[config.mk]
export PLATFORM = sky130hd
export DESIGN_NAME = ldr_route
export DESIGN_NICKNAME = d
export VERILOG_FILES = /design/src/core/ldr_pkg.sv /design/src/core/ldr_route.sv
export VERILOG_INCLUDE_DIRS = /design/src /design/src/core
export SDC_FILE = /design/constraint.sdc
export NUM_CORES = 1
export LEC_CHECK = 0
export BUFFER_PORTS_ARGS = -buffer_cell sky130_fd_sc_hd__buf_2
export CORE_UTILIZATION = 47
export DETAILED_ROUTE_END_ITERATION = 10
export MAX_ROUTING_LAYER = met4
export PLACE_DENSITY = 0.87
export SETUP_SLACK_MARGIN = 0.5
export SLEW_MARGIN = 10
export SYNTH_ARGS = -nofsm -noshare
export SYNTH_HDL_FRONTEND = slang
export SYNTH_SLANG_ARGS = --single-unit
export TNS_END_PERCENT = 100
[constraint.sdc]
create_clock -name clk -period 2.6 [get_ports clk]
set_clock_uncertainty 0.15 [all_clocks]
set_input_delay 0.39 -clock clk [delete_from_list [all_inputs] [get_ports clk]]
set_output_delay 0.39 -clock clk [all_outputs]
set_load 0.01 [all_outputs]
[src/core/ldr_cfg.svh]
// offsets, reset values, masks and codes of the routing block
`ifndef LDR_CFG_SVH
`define LDR_CFG_SVH
// register indices; byte address is four times the index
`define LDR_IDX_LDN   8'h07
`define LDR_IDX_STS   8'h08
`define LDR_IDX_ACT   8'h30
`define LDR_IDX_IRQ   8'h70
`define LDR_IDX_DMA   8'h74
`define LDR_IDX_FMODE 8'hF0
`define LDR_IDX_FOPT  8'hF1
`define LDR_IDX_FTYPE 8'hF2
`define LDR_IDX_FRSV  8'hF3
`define LDR_IDX_FDRV0 8'hF4
`define LDR_IDX_FDRV1 8'hF5
// reset values
`define LDR_RST_LDN   8'h00
`define LDR_RST_ACT   8'h00
`define LDR_RST_IRQ   8'h00
`define LDR_RST_DMA   8'h04
`define LDR_RST_FMODE 8'h0E
`define LDR_RST_FOPT  8'h00
`define LDR_RST_FTYPE 8'hFF
`define LDR_RST_FDRV  8'h00
// writable bits; the rest read as zero
`define LDR_MSK_ACT   8'h01
`define LDR_MSK_IRQ   8'h0F
`define LDR_MSK_DMA   8'h07
`define LDR_MSK_FMODE 8'hDF
`define LDR_MSK_FOPT  8'hCC
`define LDR_MSK_FDRV  8'h5B
// field positions
`define LDR_DMA_NONE_BIT 2
// logical device numbers
`define LDR_LD_FDC  8'h00
`define LDR_LD_PP   8'h03
`define LDR_LD_UART 8'h04
// extended-capability mode codes with interrupt on while service interrupt is clear
`define LDR_ECR_FIFO 3'h2
`define LDR_ECR_ECP  3'h3
`define LDR_ECR_TEST 3'h6
`endif

[src/core/ldr_pkg.sv]
// types shared by the routing block and its bench
package ldr_pkg;
   typedef struct packed {
      logic floppy_dma_irq_enable; // digital output register D3
      logic powered_down;
      logic irq;
      logic drq;
   } ldr_fdc_sts_t;
   typedef struct packed {
      logic       ecp_active;
      logic [2:0] ecr_mode;
      logic       printer_irq_gate;
      logic       ecp_service_interrupt;
      logic       ecp_dma_gate;
      logic       irq;
      logic       printer_dma_request;
   } ldr_pp_sts_t;
   typedef struct packed {
      logic [3:0] uart_interrupt_enables;
      logic       uart_aux_output_two;
      logic       dma_enable;
      logic       irq;
      logic       drq;
   } ldr_uart_sts_t;
   typedef struct packed {
      logic [7:0] mode;
      logic [7:0] option;
      logic [7:0] drive_type;
      logic [7:0] drive0;
      logic [7:0] drive1;
   } ldr_fdc_cfg_t;
   typedef enum logic [1:0] {
      LDR_ST_IDLE = 2'b01,
      LDR_ST_DONE = 2'b10
   } ldr_apb_st_t;
endpackage

[src/core/ldr_route.sv]
// logical-device interrupt and dma routing with floppy config bytes
//
// Notes on behaviour
// - 0x70 low nibble picks interrupt line, 0 none
// - routed interrupts are active-high edge signals
// - floppy interrupt needs nonzero select and enable
// - printer interrupt needs gate, or an on code in extended mode; extended mode needs service clear
// - serial interrupt needs any enable and aux two
// - unselected interrupt lines stay high impedance
// - 0x74 low three bits pick channel 0-3
// - dma channel needs valid select and device enable
// - unselected dma request lines stay high impedance
// - block-level disables also gate routed outputs
// - floppy disabled or powered down floats outputs
// - serial aux two clear floats its interrupt
// - standard modes: printer gate clear floats interrupt
// - extended mode: dma by gate, interrupt per code
// - config bytes reset only by hard reset
// - floppy mode bits 0, 1 and 4
// - floppy mode bits 3:2 pick interface personality
// - floppy mode bits 6, 7 control output drive
// - option register density and boot drive fields
// - drive type storage; 0xF3 reads zero
// - per-drive type, rate table, precomp disable
`timescale 1ns/1ps
`include "ldr_cfg.svh"
module ldr_route #(
   parameter int ADDR_W = 10
) (
   input  wire logic                  clk,
   input  wire logic                  rst_n,
   input  wire logic                  psel,
   input  wire logic                  penable,
   input  wire logic                  pwrite,
   input  wire logic [ADDR_W-1:0]     paddr,
   input  wire logic [31:0]           pwdata,
   output logic                       pready,
   output logic [31:0]                prdata,
   output logic                       pslverr,
   input  wire ldr_pkg::ldr_fdc_sts_t  fdc_sts,
   input  wire ldr_pkg::ldr_pp_sts_t   pp_sts,
   input  wire ldr_pkg::ldr_uart_sts_t uart_sts,
   input  wire logic [2:0]            base_valid,
   input  wire logic [3:0]            dma_ack_n,
   output logic [15:1]                irq_out,
   output logic [15:1]                irq_oe_n,
   output logic [3:0]                 dma_request_outputs,
   output logic [3:0]                 dma_req_oe_n,
   output logic [2:0]                 dev_dack,
   output ldr_pkg::ldr_fdc_cfg_t      fdc_cfg
);

   // bank 0 floppy, bank 1 printer, bank 2 serial
   localparam int NB = 3;

   // the register index sits in paddr bits 9:2, so a narrower bus cannot work
   if (ADDR_W < 10) begin : g_addr_chk
      $error("ADDR_W too small for register map");
   end

   ////////////////////////////////////////////////////////////////
   // register state

   logic [7:0]           ldn_q;
   logic [7:0]           act_q [NB];
   logic [7:0]           irq_q [NB];
   logic [7:0]           dma_q [NB];
   ldr_pkg::ldr_fdc_cfg_t cfg_q;
   ldr_pkg::ldr_apb_st_t  st_q;
   logic                 rdy_q;
   logic [31:0]          rdata_q;
   logic                 err_q;

   ////////////////////////////////////////////////////////////////
   // apb decode

   logic [7:0] idx;
   logic       aligned;
   logic       bank_vld;
   logic [1:0] bank;
   logic       is_fdc;
   logic       acc;
   logic       wr_en;

   assign idx      = paddr[9:2];
   assign aligned  = (paddr[1:0] == 2'h0);
   assign is_fdc   = (ldn_q == `LDR_LD_FDC);
   assign bank_vld = is_fdc | (ldn_q == `LDR_LD_PP) | (ldn_q == `LDR_LD_UART);
   assign bank     = (ldn_q == `LDR_LD_PP)   ? 2'h1 :
                     (ldn_q == `LDR_LD_UART) ? 2'h2 : 2'h0;
   // access phase seen while the answer is not yet out
   assign acc      = psel & penable & (st_q == ldr_pkg::LDR_ST_IDLE);
   // writes land only on the edge that samples pready high
   assign wr_en    = psel & penable & pwrite
                   & (st_q == ldr_pkg::LDR_ST_DONE) & ~err_q;

   logic hit_ldn, hit_sts, hit_act, hit_irq, hit_dma;
   logic hit_fm, hit_fo, hit_ft, hit_fr, hit_d0, hit_d1;
   logic mapped;

   assign hit_ldn = aligned & (idx == `LDR_IDX_LDN);
   assign hit_sts = aligned & (idx == `LDR_IDX_STS);
   assign hit_act = aligned & (idx == `LDR_IDX_ACT) & bank_vld;
   assign hit_irq = aligned & (idx == `LDR_IDX_IRQ) & bank_vld;
   assign hit_dma = aligned & (idx == `LDR_IDX_DMA) & bank_vld;
   // vendor bytes at 0xF0 and up belong to the floppy device only
   assign hit_fm  = aligned & is_fdc & (idx == `LDR_IDX_FMODE);
   assign hit_fo  = aligned & is_fdc & (idx == `LDR_IDX_FOPT);
   assign hit_ft  = aligned & is_fdc & (idx == `LDR_IDX_FTYPE);
   assign hit_fr  = aligned & is_fdc & (idx == `LDR_IDX_FRSV);
   assign hit_d0  = aligned & is_fdc & (idx == `LDR_IDX_FDRV0);
   assign hit_d1  = aligned & is_fdc & (idx == `LDR_IDX_FDRV1);
   assign mapped  = hit_ldn | hit_sts | hit_act | hit_irq | hit_dma
                  | hit_fm | hit_fo | hit_ft | hit_fr | hit_d0 | hit_d1;

   logic [7:0] wb;
   assign wb = pwdata[7:0];

   ////////////////////////////////////////////////////////////////
   // per-device gating

   logic [NB-1:0] act;
   logic [NB-1:0] irq_gate;
   logic [NB-1:0] dma_gate;
   logic [NB-1:0] dev_irq;
   logic [NB-1:0] dev_drq;
   logic          ecr_on;

   // floppy: enable bit and power state gate both paths
   assign irq_gate[0] = fdc_sts.floppy_dma_irq_enable & ~fdc_sts.powered_down;
   assign dma_gate[0] = fdc_sts.floppy_dma_irq_enable & ~fdc_sts.powered_down;
   assign dev_irq[0]  = fdc_sts.irq;
   assign dev_drq[0]  = fdc_sts.drq;

   // printer: fifo, ecp and test codes keep the interrupt on
   assign ecr_on = (pp_sts.ecr_mode == `LDR_ECR_FIFO)
                 | (pp_sts.ecr_mode == `LDR_ECR_ECP)
                 | (pp_sts.ecr_mode == `LDR_ECR_TEST);
   assign irq_gate[1] = pp_sts.ecp_active
                      ? ((ecr_on | pp_sts.printer_irq_gate)
                         & ~pp_sts.ecp_service_interrupt)
                      : pp_sts.printer_irq_gate;
   // outside extended mode the printer has no dma path
   assign dma_gate[1] = pp_sts.ecp_active & pp_sts.ecp_dma_gate;
   assign dev_irq[1]  = pp_sts.irq;
   assign dev_drq[1]  = pp_sts.printer_dma_request;

   // serial: any enable plus aux output two
   assign irq_gate[2] = (|uart_sts.uart_interrupt_enables)
                      & uart_sts.uart_aux_output_two;
   assign dma_gate[2] = uart_sts.dma_enable;
   assign dev_irq[2]  = uart_sts.irq;
   assign dev_drq[2]  = uart_sts.drq;

   ////////////////////////////////////////////////////////////////
   // routing permission per bank

   logic [NB-1:0] irq_ok;
   logic [NB-1:0] dma_ok;

   genvar b;
   generate
      for (b = 0; b < NB; b++) begin : g_bank
         // activate bit and decoded base address come first
         assign act[b]    = act_q[b][0] & base_valid[b];
         assign irq_ok[b] = act[b] & irq_gate[b]
                          & (irq_q[b][3:0] != 4'h0);
         assign dma_ok[b] = act[b] & dma_gate[b]
                          & ~dma_q[b][`LDR_DMA_NONE_BIT];
      end
   endgenerate

   ////////////////////////////////////////////////////////////////
   // interrupt lines

   logic [15:1] line_drv;
   logic [15:1] line_lvl;

   genvar n;
   generate
      for (n = 1; n <= 15; n++) begin : g_line
         logic [NB-1:0] sel;
         for (b = 0; b < NB; b++) begin : g_sel
            assign sel[b] = irq_ok[b] & (irq_q[b][3:0] == 4'(n));
         end
         // shared lines are simply or-ed; no conflict check
         assign line_drv[n] = |sel;
         assign line_lvl[n] = |(sel & dev_irq);
      end
   endgenerate

   ////////////////////////////////////////////////////////////////
   // dma channels

   logic [3:0] ch_drv;
   logic [3:0] ch_lvl;
   logic [3:0] ack_s1_q;
   logic [3:0] ack_s2_q;
   logic [3:0] ack_s3_q;
   logic [3:0] ack_q;
   logic [3:0] ack_d;
   logic [2:0] dack_d;

   genvar c;
   generate
      for (c = 0; c < 4; c++) begin : g_ch
         logic [NB-1:0] sel;
         for (b = 0; b < NB; b++) begin : g_sel
            assign sel[b] = dma_ok[b] & (dma_q[b][1:0] == 2'(c));
         end
         assign ch_drv[c] = |sel;
         assign ch_lvl[c] = |(sel & dev_drq);
      end
      for (b = 0; b < NB; b++) begin : g_ack
         // acknowledge only reaches a device that owns the channel
         assign dack_d[b] = dma_ok[b] & ack_q[dma_q[b][1:0]];
      end
   endgenerate

   // filtered acknowledge changes once stages two and three agree
   assign ack_d = (ack_s2_q & ack_s3_q) | (ack_q & (ack_s2_q | ack_s3_q));

   // acknowledge pins come from the host, so they are synchronised
   always_ff @(posedge clk) begin
      if (!rst_n) begin
         ack_s1_q <= 4'h0;
         ack_s2_q <= 4'h0;
         ack_s3_q <= 4'h0;
         ack_q    <= 4'h0;
      end else begin
         ack_s1_q <= ~dma_ack_n;
         ack_s2_q <= ack_s1_q;
         ack_s3_q <= ack_s2_q;
         ack_q    <= ack_d;
      end
   end

   ////////////////////////////////////////////////////////////////
   // status byte and read mux

   logic [7:0] sts_b;
   logic [7:0] rd_b;

   // shows which banks currently route an interrupt or dma path
   assign sts_b = {1'h0, dma_ok, 1'h0, irq_ok};

   always_comb begin
      rd_b = 8'h00;
      case (1'b1)
         hit_ldn: rd_b = ldn_q;
         hit_sts: rd_b = sts_b;
         hit_act: rd_b = act_q[bank];
         hit_irq: rd_b = irq_q[bank];
         hit_dma: rd_b = dma_q[bank];
         hit_fm:  rd_b = cfg_q.mode;
         hit_fo:  rd_b = cfg_q.option;
         hit_ft:  rd_b = cfg_q.drive_type;
         hit_fr:  rd_b = 8'h00;
         hit_d0:  rd_b = cfg_q.drive0;
         hit_d1:  rd_b = cfg_q.drive1;
         default: rd_b = 8'h00;
      endcase
   end

   ////////////////////////////////////////////////////////////////
   // apb answer: one wait state, data and error from flops

   ldr_pkg::ldr_apb_st_t st_d;

   always_comb begin
      case (st_q)
         ldr_pkg::LDR_ST_IDLE: st_d = acc ? ldr_pkg::LDR_ST_DONE : ldr_pkg::LDR_ST_IDLE;
         ldr_pkg::LDR_ST_DONE: st_d = ldr_pkg::LDR_ST_IDLE;
         default:              st_d = ldr_pkg::LDR_ST_IDLE;
      endcase
   end

   always_ff @(posedge clk) begin
      if (!rst_n) begin
         st_q    <= ldr_pkg::LDR_ST_IDLE;
         rdy_q   <= 1'h0;
         rdata_q <= 32'h0000_0000;
         err_q   <= 1'h0;
      end else begin
         st_q  <= st_d;
         rdy_q <= acc;
         // error stands only beside ready, never after the transfer
         err_q <= acc & ~mapped;
         if (acc) begin
            rdata_q <= {24'h00_0000, rd_b};
         end
      end
   end

   assign pready  = rdy_q;
   assign prdata  = rdata_q;
   assign pslverr = err_q;

   ////////////////////////////////////////////////////////////////
   // configuration writes; rst_n stands for the hard resets only

   // device number and per-bank routing selects
   always_ff @(posedge clk) begin
      if (!rst_n) begin
         ldn_q <= `LDR_RST_LDN;
         for (int i = 0; i < NB; i++) begin
            act_q[i] <= `LDR_RST_ACT;
            irq_q[i] <= `LDR_RST_IRQ;
            dma_q[i] <= `LDR_RST_DMA;
         end
      end else if (wr_en) begin
         if (hit_ldn) ldn_q <= wb;
         if (hit_act) act_q[bank] <= wb & `LDR_MSK_ACT;
         if (hit_irq) irq_q[bank] <= wb & `LDR_MSK_IRQ;
         if (hit_dma) dma_q[bank] <= wb & `LDR_MSK_DMA;
      end
   end

   // floppy configuration bytes; reserved bits forced to zero
   always_ff @(posedge clk) begin
      if (!rst_n) begin
         cfg_q.mode       <= `LDR_RST_FMODE;
         cfg_q.option     <= `LDR_RST_FOPT;
         cfg_q.drive_type <= `LDR_RST_FTYPE;
         cfg_q.drive0     <= `LDR_RST_FDRV;
         cfg_q.drive1     <= `LDR_RST_FDRV;
      end else if (wr_en) begin
         if (hit_fm) cfg_q.mode <= wb & `LDR_MSK_FMODE;
         if (hit_fo) cfg_q.option <= wb & `LDR_MSK_FOPT;
         if (hit_ft) cfg_q.drive_type <= wb;
         if (hit_d0) cfg_q.drive0 <= wb & `LDR_MSK_FDRV;
         if (hit_d1) cfg_q.drive1 <= wb & `LDR_MSK_FDRV;
      end
   end

   // floppy core decodes mode, option and drive fields itself
   assign fdc_cfg = cfg_q;

   ////////////////////////////////////////////////////////////////
   // pin outputs, registered; enable low means driven

   logic [15:1] irq_q_o;
   logic [15:1] irq_oe_q;
   logic [3:0]  drq_q_o;
   logic [3:0]  drq_oe_q;
   logic [2:0]  dack_q;

   // one cycle of latency traded for glitch-free pins
   always_ff @(posedge clk) begin
      if (!rst_n) begin
         irq_q_o  <= 15'h0000;
         irq_oe_q <= 15'h7FFF;
         drq_q_o  <= 4'h0;
         drq_oe_q <= 4'hF;
         dack_q   <= 3'h0;
      end else begin
         irq_q_o  <= line_lvl;
         irq_oe_q <= ~line_drv;
         drq_q_o  <= ch_lvl;
         drq_oe_q <= ~ch_drv;
         dack_q   <= dack_d;
      end
   end

   assign irq_out             = irq_q_o;
   assign irq_oe_n            = irq_oe_q;
   assign dma_request_outputs = drq_q_o;
   assign dma_req_oe_n        = drq_oe_q;
   assign dev_dack            = dack_q;

endmodule

# Word level (Yosys, flattened, before mapping)
# Memory sizes are Yosys's and may differ from the RTL's.
# Cells that the tools add are included.
# totals
reg_bits,106
mem_bits_rw,24
in_bits,75
output_inout_bits,115
word_cells,344
mem_count,3
# mem_list
memory,words,width,read_ports,rd_clocked_by_memory_dff,wr,line,rtl
irq_q,3,4,4,0,3,ldr_route.sv:66,logic [7:0] irq_q [NB];
dma_q,3,3,4,0,3,ldr_route.sv:67,logic [7:0] dma_q [NB];
act_q,3,1,4,0,3,ldr_route.sv:65,logic [7:0] act_q [NB];
# classes
n_lt_le_gt_ge,3
n_eq_ne,72
muxes,43
bitwise,147
n_reduce_logical,57
# op_table
op,n
$reduce_or A3 Y1,39
$and A1 B1 Y1,99
$eq A4 B4 Y1 const B,24
$mux W8,8
$and A3 B3 Y3,19
$eq A4 B3 Y1 const B,12
$eq A8 B8 Y1 const B,6
$eq A4 B2 Y1 const B,6
$mux W1,21
$mux W7,3
$eq A8 B3 Y1 const B,2
$eq A8 B7 Y1 const B,2
$not A15 Y15,1
$or A1 B1 Y1,15
$eq A2 B2 Y1 const B,7
$reduce_and A2 Y1,7
$eq A4 B1 Y1 const B,3
$mux W2,6
$reduce_bool A4 Y1,3
$lt A2 B3 Y1 const B,3
$and A4 B4 Y4,2
$eq A2 B1 Y1 const B,4
$eq A8 B2 Y1 const B,1
$eq A8 B4 Y1 const B,1
other kinds (13),28

# Depth between registers and ports, before layout
# Gate-level depths: netlist (run 1).
# logic_depth
word_depth,15
depth_mapped,8
depth_no_buf,6

# Worst setup path after synthesis (run 1)
# Ideal clock, no wire load.
# synth_timing
kind,reg2reg
start,register ldn_q[0]
end,"memory irq_q[2][0] (netlist bit), enable pin"
arrival_ns,1.977
required_ns,2.089
path_slack_ns,0.112
path_stages_with_launch,7
n_path_buf,2
synth_period_minus_slack_ns,2.488
path_cell_list,dfxtp_1 buf_2 or2_1 a2111oi_4 nand3_1 clkbuf_1 o21ai_0
# synth_lines
element,line,rtl
"start, declared",ldr_route.sv:64,logic [7:0] ldn_q;
"start signal, assigned",ldr_route.sv:305,ldn_q <= `LDR_RST_LDN;
"start signal, assigned",ldr_route.sv:312,if (hit_ldn) ldn_q <= wb;
"end, declared",ldr_route.sv:66,

==> results of run 1 <==
==> routing by layer <==
| metal | vias to the layer above | part of all wire | track usage |
|---|---|---|---|
| li1 | 2977 | - | - |
| met1 | 3028 | 0.39 | 0.357 |
| met2 | 473 | 0.48 | 0.445 |
| met3 | 63 | 0.10 | 0.0608 |
| met4 | 0 | 0.033 | 0.119 |
| met5 | - | 0 | - |
==> registers in the layout, indices dropped and copies added, names as in the netlist, 2 cells and up <==
signal / count
ack_q: 4
ack_s1_q: 4
ack_s2_q: 4
ack_s3_q: 4
act_q: 3
dev_dack: 3
dma_q: 9
dma_req_oe_n: 4
dma_request_outputs: 4
fdc_cfg: 29
irq_oe_n: 15
irq_out: 15
irq_q: 12
ldn_q: 8
prdata: 8
st_q: 2
==> kinds of logic after synthesis <==
group | count (synthesis) | synth area share
AOI/OAI and AO/OA | 177 | 0.181
buffers and inverters | 89 | 0.0749
and+or+nand+nor | 323 | 0.265
other | 1 | 0.000591
muxes | 19 | 0.0359
DFF | 130 | 0.443
==> area by class of cell <==
class / instances / area [µm²]
Timing Repair Buffer: 200 / 1260
Multi-Input combinational cell: 554 / 3490
Sequential cell: 130 / 2830
Tap cell: 176 / 220
Clock inverter: 8 / 73.8
Clock buffer: 24 / 513
Inverter: 7 / 26.3
Fill cell: 1013 / 4780
==> how the worst min path moves through the flow <==
stage,from,end,slack (ps)
after global routing,pwdata[5],fdc_cfg[21]$_SDFFE_PN1P_,100
after CTS,pwdata[5],ldn_q[5]$_SDFFE_PN0P_,90
after floorplan,ack_s1_q[0]$_SDFF_PN0_,ack_s2_q[0]$_SDFF_PN0_,260
after global placement,ack_s1_q[1]$_SDFF_PN0_,ack_s2_q[1]$_SDFF_PN0_,270
after detailed placement,ack_s1_q[0]$_SDFF_PN0_,ack_s2_q[0]$_SDFF_PN0_,270
final,pwdata[5],fdc_cfg[21]$_SDFFE_PN1P_,90
==> power by group through the flow <==
stage	registers, mW	clock network, mW	logic, mW
floorplan	2.12	0	0.188
global placement	2.13	0	0.238
detailed placement	2.14	0	0.242
CTS	2.09	2.36	0.253
global route	2.09	2.46	0.295
finish	2.09	2.35	0.275
==> cells in the final DEF (no fill, tap or decap), types with 5 or more instances in the layout <==
cell type,n
conb_1,35
and3_1,5
buf_4,55
nand3b_1,11
nand2b_1,10
or3_1,5
nor3_1,25
buf_6,7
o22ai_1,34
buf_2,130
dfxtp_1,103
inv_1,7
edfxtp_1,21
o21ai_4,5
nor3b_1,7
o21a_1,15
nand4_1,11
nand2_1,67
o211ai_1,5
o21ai_0,38
mux2i_1,16
nor4_1,5
nor2_1,77
a21oi_1,27
clkbuf_16,19
nand4b_1,5
nand3_1,36
and2_1,17
==> per-stage QoR <==
stage	setup slack [ps]	power (mW)	utilization	cell area (µm²)	hold WS, ps
after global placement	152	2.37	0.548	7230	267
after detailed placement	127	2.38	0.548	7230	271
after CTS	440	4.70	0.614	8100	92.3
after global routing	335	4.85	0.638	8410	101
after floorplan	424	2.31	-	6550	262
final	364	4.71	0.638	8410	94.3
==> worst register-to-register path, stage by stage, from the launching register on <==
cell and delay [ps]:
dfxtp_4 390, buf_4 150, and3b_1 270, o21ai_2 360, nand3_4 210, or3_1 440
==> timing repair <==
| item | 4_1_cts | 5_1_grt |
|---|---|---|
| hold endpoints to repair | 4 | 0 |
| cloned | 0 | 1 |
| gates resized for setup | 30 | 41 |
| setup endpoints to repair | 75 | 91 |
| pin swaps | 9 | 20 |
| hold buffers | 4 | 0 |
| buffers inserted | 18 | 11 |
==> summary.txt, run 1 <==
Worst hold path
  • Hold/Removal Path Class: input pin to register
  • Hold depth: 3

Status
  • Status: completed

GRT
  • Grt ovf: 0
  • Antenna violations before repair: 0
  • Vias in the first global route: 5,929
  • GR Util All Layers: 0.285
  • First-pass GRT wire length: 30.2 mm
  • Largest net degree at the start of global routing: 41

Worst setup path
  • Crit path DAT: 2250 ps
  • Launching point of the worst reg2reg path: ldn_q[0]$_SDFFE_PN0P_
  • Crit end category: register
  • Worst setup path endpoint: dma_q[0][2]$_SDFFCE_PN1P_
  • Startpoint Class: register
  • Setup CP Type: register to register
  • Cell family with most CP delay: simple AND/OR/NAND/NOR gates
  • Crit-path cells: buf_4, and3b_1, o21ai_2, nand3_4, or3_1
  • Crit path required time: 2610 ps
  • Number of buffers and inverters on the critical path: 1
  • Worst r2r dst: dma_q[0][2]$_SDFFCE_PN1P_
  • WP depth: 5
  • Critical path's slowest cell: or3_1
  • CP peak stage delay: 440 ps
  • Worst R2R Setup Slack: 360 ps
  • Reg2Reg Depth: 5
  • Crit path max fanout: 8
  • CP Launch Point: ldn_q[0]$_SDFFE_PN0P_

Clocking
  • Max clock buf depth: 2
  • CTS Buf Count: 17
  • Clock tree sinks: 130
  • Clk Latency, worst-skew pair: 420 ps
  • Clock Pin Slew Worst Setup and Hold Paths: 60 ps
  • CTS tree: done
  • Max H-tree Level: 4
  • Root buf cell: clkbuf_16

Drt
  • Final Routed Wirelength: 20.1 mm
  • 1st-pass router iterations: 8
  • Iter 0 DRT Violations: 723
  • Vias: 6,541
  • Antenna viol nets, final: 0
  • Vias per inst: 5.95
  • WL per Instance: 18.3 µm
  • # DRC: 0

Timing
  • Setup tns final: 0 ps
  • Final min period: 2240 ps
  • RSZ-0062 raised after global routing: yes
  • Max Slew Vio Count: 0
  • Final setup fails: 0
  • Rel. slew slack: 0.528
  • Worst slew pin tran: 698 ps
  • Fin. Hold Viols: 0
  • Tcrit/Tclk final: 0.860
  • Maximum clock rate: about 450 MHz

Finish
  • Fin cells: 1,099
  • N_diodes: 0
  • Area growth syn-to-layout: 32.5%
  • Layout cells sized above 1: 0.306
  • Final-stage net count: 985

Pwr
  • Pleak: 3.37 nW
  • Clk network pwr share: 0.498
  • P_sw: 1.09 mW
  • P per Cell Area: 560 nW/µm²
  • Sw frac: 0.231
  • Sequential share of power: 0.444
  • Comb pwr share: 0.058
  • Int Power: 3.63 mW
  • Peak VDD IR: 0.000431 V

Yosys
  • Synth top cells by count: 109 x dfxtp_1, 84 x nor2_1, 67 x nand2_1, 45 x o21ai_0, 40 x nand3_1
  • Sequential area share after synthesis: 0.443
  • Syn_area_per_cell: ~8.6 µm²
  • Top area cells in the synthesized netlist: dfxtp_1 34%, edfxtp_1 9.9%, nor2_1 5.0%, buf_4 4.1%, nand2_1 4.0%
  • Area share of the largest cell type after synthesis: 0.344
  • Count of unique library cells instantiated by Yosys: 64
  • Count leader, synth: dfxtp_1
  • Number of synthesized flops with an enable pin: 21
  • Most common flop cell mapped by yosys: dfxtp_1
  • Yosys warns: 0
  • Yosys top cell by area: dfxtp_1
  • #FFs+latches synth: 130
  • Synth Cell Area: 6350 µm²
  • Post-synthesis cell count: 739
  • Ys async rst share: 0

Place
  • Port Buffers: 130
  • Placed cell count: 1,033
  • Final GP Congestion: 0.960
  • Final HPWL DP: 13.1 mm

Die
  • Die Wd: 118 µm
  • Cell row count: 42
  • Num ports: between 150 and 200
  • Core footprint: between 10,000 and 15,000 µm²
  • Die ar.: 14,000 µm²
  • Chip Height: 118 µm
  • Initial core utilization: 0.481

Flow run
  • Max-cap violations: 0
Note: power is estimated with default switching activity, not from simulation.
==> run 2: changes to the inputs <==
BUFFER_PORTS_ARGS = -buffer_cell sky130_fd_sc_hd__buf_4   (was -buffer_cell sky130_fd_sc_hd__buf_2)
==> run 2 against run 1 <==
Global-route usage rose by 0.63 points. Clock-buffer cell count fell by 4. Combinational power up 8.0%. Sequential cell count unchanged. Sequential share of layout area fell by 0.62 points. Final area is 2.0% higher. Worst setup slack improved by 20 ps. Clock power shrank 8.9%. Critical endpoint is now prdata[0]$_SDFFE_PN0P_. Register-to-register slack gained 20 ps. Maximum frequency rose by 0.92%. Die area is the same.
==> summary.txt, run 2 (synthesis results as in run 1) <==
Clocking
  • CTS Buf Count: 17
  • Clk Latency, worst-skew pair: 420 ps
  • Max H-tree Level: 4
  • CTS tree: done
  • Max clock buf depth: 2
  • Clock Pin Slew Worst Setup and Hold Paths: 50 ps
  • Root buf cell: clkbuf_16
  • Clock tree sinks: 130

Die
  • Core footprint: 13,200 µm²
  • Chip Height: about 120 µm
  • Num ports: 190
  • Cell row count: 42
  • Die Wd: around 120 µm
  • Die ar.: 14,000 µm²
  • Initial core utilization: 0.481

Worst setup path
  • Worst r2r dst: prdata[0]$_SDFFE_PN0P_
  • CP Launch Point: ldn_q[3]$_SDFFE_PN0P_
  • Startpoint Class: register
  • Worst R2R Setup Slack: between 300 and 400 ps
  • Crit-path cells: or4_4, nor2_4, buf_6, and4_4, buf_4, a21oi_1, o21ai_1, a31o_1
  • CP peak stage delay: 580 ps
  • WP depth: 8
  • Number of buffers and inverters on the critical path: 2
  • Setup CP Type: register to register
  • Reg2Reg Depth: 8
  • Launching point of the worst reg2reg path: ldn_q[3]$_SDFFE_PN0P_
  • Cell family with most CP delay: simple AND/OR/NAND/NOR gates
  • Crit path DAT: 2430 ps
  • Crit end category: register
  • Crit path max fanout: 7
  • Critical path's slowest cell: or4_4
  • Worst setup path endpoint: prdata[0]$_SDFFE_PN0P_
  • Crit path required time: 2820 ps

Timing
  • RSZ-0062 raised after global routing: yes
  • Rel. slew slack: 0.578
  • Fin. Hold Viols: 0
  • Tcrit/Tclk final: 0.852
  • WHS: 86.9 ps
  • Final setup fails: 0
  • Final min period: 2220 ps
  • Maximum clock rate: around 450 MHz
  • Max Slew Vio Count: 0
  • Setup tns final: 0 ps
  • Worst slew pin tran: 625 ps

Place
  • Final HPWL DP: roughly 13 mm
  • Final GP Congestion: 0.993
  • Port Buffers: 130
  • Area after DPL: 7570 µm²

Drt
  • Highest routed layer: met4
  • Vias per inst: slightly below 6
  • Vias: 6,563
  • DR WL met2: 9.39 mm
  • # DRC: 0
  • Iter 0 DRT Violations: approximately 740
  • 1st-pass router iterations: 8
  • DR WL met3: 2.13 mm
  • WL per Instance: 18.4 µm
  • Wl on met1: around 7.9 mm
  • Final Routed Wirelength: 20.2 mm
  • Antenna viol nets, final: 0

Finish
  • Final instance area: 8580 µm²
  • Commonest non-fill, non-tap cell in the layout: buf_4
  • Area growth syn-to-layout: 35.2%
  • Commonest cells after routing, fill and taps aside: 192 x buf_4, 102 x dfxtp_1, 81 x nor2_1
  • Layout cells sized above 1: 0.298
  • Max FFs per register: 29
  • N_diodes: 0
  • Final-stage net count: 987

Pwr
  • Sw frac: 0.233
  • Peak VDD IR: roughly 0.00035 V
  • Comb pwr share: 0.066
  • Clk network pwr share: 0.472
  • P per Cell Area: around 530 nW/µm²
  • P_sw: approximately 1.1 mW
  • Pleak: 3.42 nW
  • Int Power: 3.47 mW
  • Sequential share of power: 0.462

Flow run
  • Max-cap violations: 0

GRT
  • GR Util All Layers: 0.291
  • Antenna violations before repair: 0
  • Largest net degree at the start of global routing: 41
  • Grt ovf: 0
  • First-pass GRT wire length: 30.8 mm
  • Vias in the first global route: between 5,000 and 6,000

Status
  • Status: completed

Worst hold path
  • Hold/Removal Path Class: input pin to register
## run 2: cell count changes in the layout (fill, tap and decap cells not counted), moves of 4 or more
cell,before,now
clkbuf_8,4,0
buf_4,55,192
nor2_1,77,81
buf_2,130,0
## run 2: layout make-up
cell class | instances | area, µm²
timing repair buffer | 202 | 1560
clock inverter | 12 | 92.6
tap | 176 | 220
fill | 1022 | 4610
multi-input combinational | 554 | 3410
inverter | 7 | 26.3
clock buffer | 20 | 437
sequential | 130 | 2830
## run 2: metal layers
layer,vias up,track usage
li1,2980,-
met1,3053,0.352
met5,-,-
met2,450,0.442
met4,0,0.156
met3,80,0.0782
## run 2: how the worst min path moves through the flow
stage	from	end	slack (ps)	depth (start not counted)
after floorplan	ack_s1_q[0]$_SDFF_PN0_	ack_s2_q[0]$_SDFF_PN0_	260	1
after global placement	ack_s1_q[0]$_SDFF_PN0_	ack_s2_q[0]$_SDFF_PN0_	270	1
after detailed placement	ack_s1_q[0]$_SDFF_PN0_	ack_s2_q[0]$_SDFF_PN0_	270	1
after CTS	pwdata[5]	ldn_q[5]$_SDFFE_PN0P_	60	3
after global routing	pwdata[7]	fdc_cfg[23]$_SDFFE_PN1P_	100	3
final	pwdata[5]	ldn_q[5]$_SDFFE_PN0P_	90	3
## run 2: worst min-delay path, delay by kind of cell
kind	cells	cell delay, ps
buffers and inverters	1	90
multiplexers	1	60
AND/OR/NAND/NOR	1	80
## run 2: power by group through the flow
stage | combinational (mW) | sequential, mW | clock (mW)
2_1_floorplan | 0.188 | 2.12 | 0
3_3_place_gp | 0.265 | 2.14 | 0
3_5_place_dp | 0.268 | 2.14 | 0
4_1_cts | 0.280 | 2.09 | 2.16
5_1_grt | 0.316 | 2.09 | 2.26
6_report | 0.297 | 2.09 | 2.14
## run 2: what timing repair did
action,4_1_cts,5_1_grt
pin swaps,17,10
hold buffers,4,0
buffers inserted,22,8
resized for setup,38,18
hold endpoints to repair,4,0
endpoints found under the setup margin,79,66
gates cloned,0,0
## run 2: stage by stage
step | total power [mW] | utilization | std cells | worst slack [ps]
after floorplan | 2.31 | - | 773 | 424
after global placement | 2.40 | 0.574 | 1035 | 184
after detailed placement | 2.40 | 0.574 | 1035 | 183
after CTS | 4.53 | 0.639 | 1093 | 443
after global routing | 4.67 | 0.650 | 1101 | 303
final | 4.53 | 0.650 | 1101 | 385
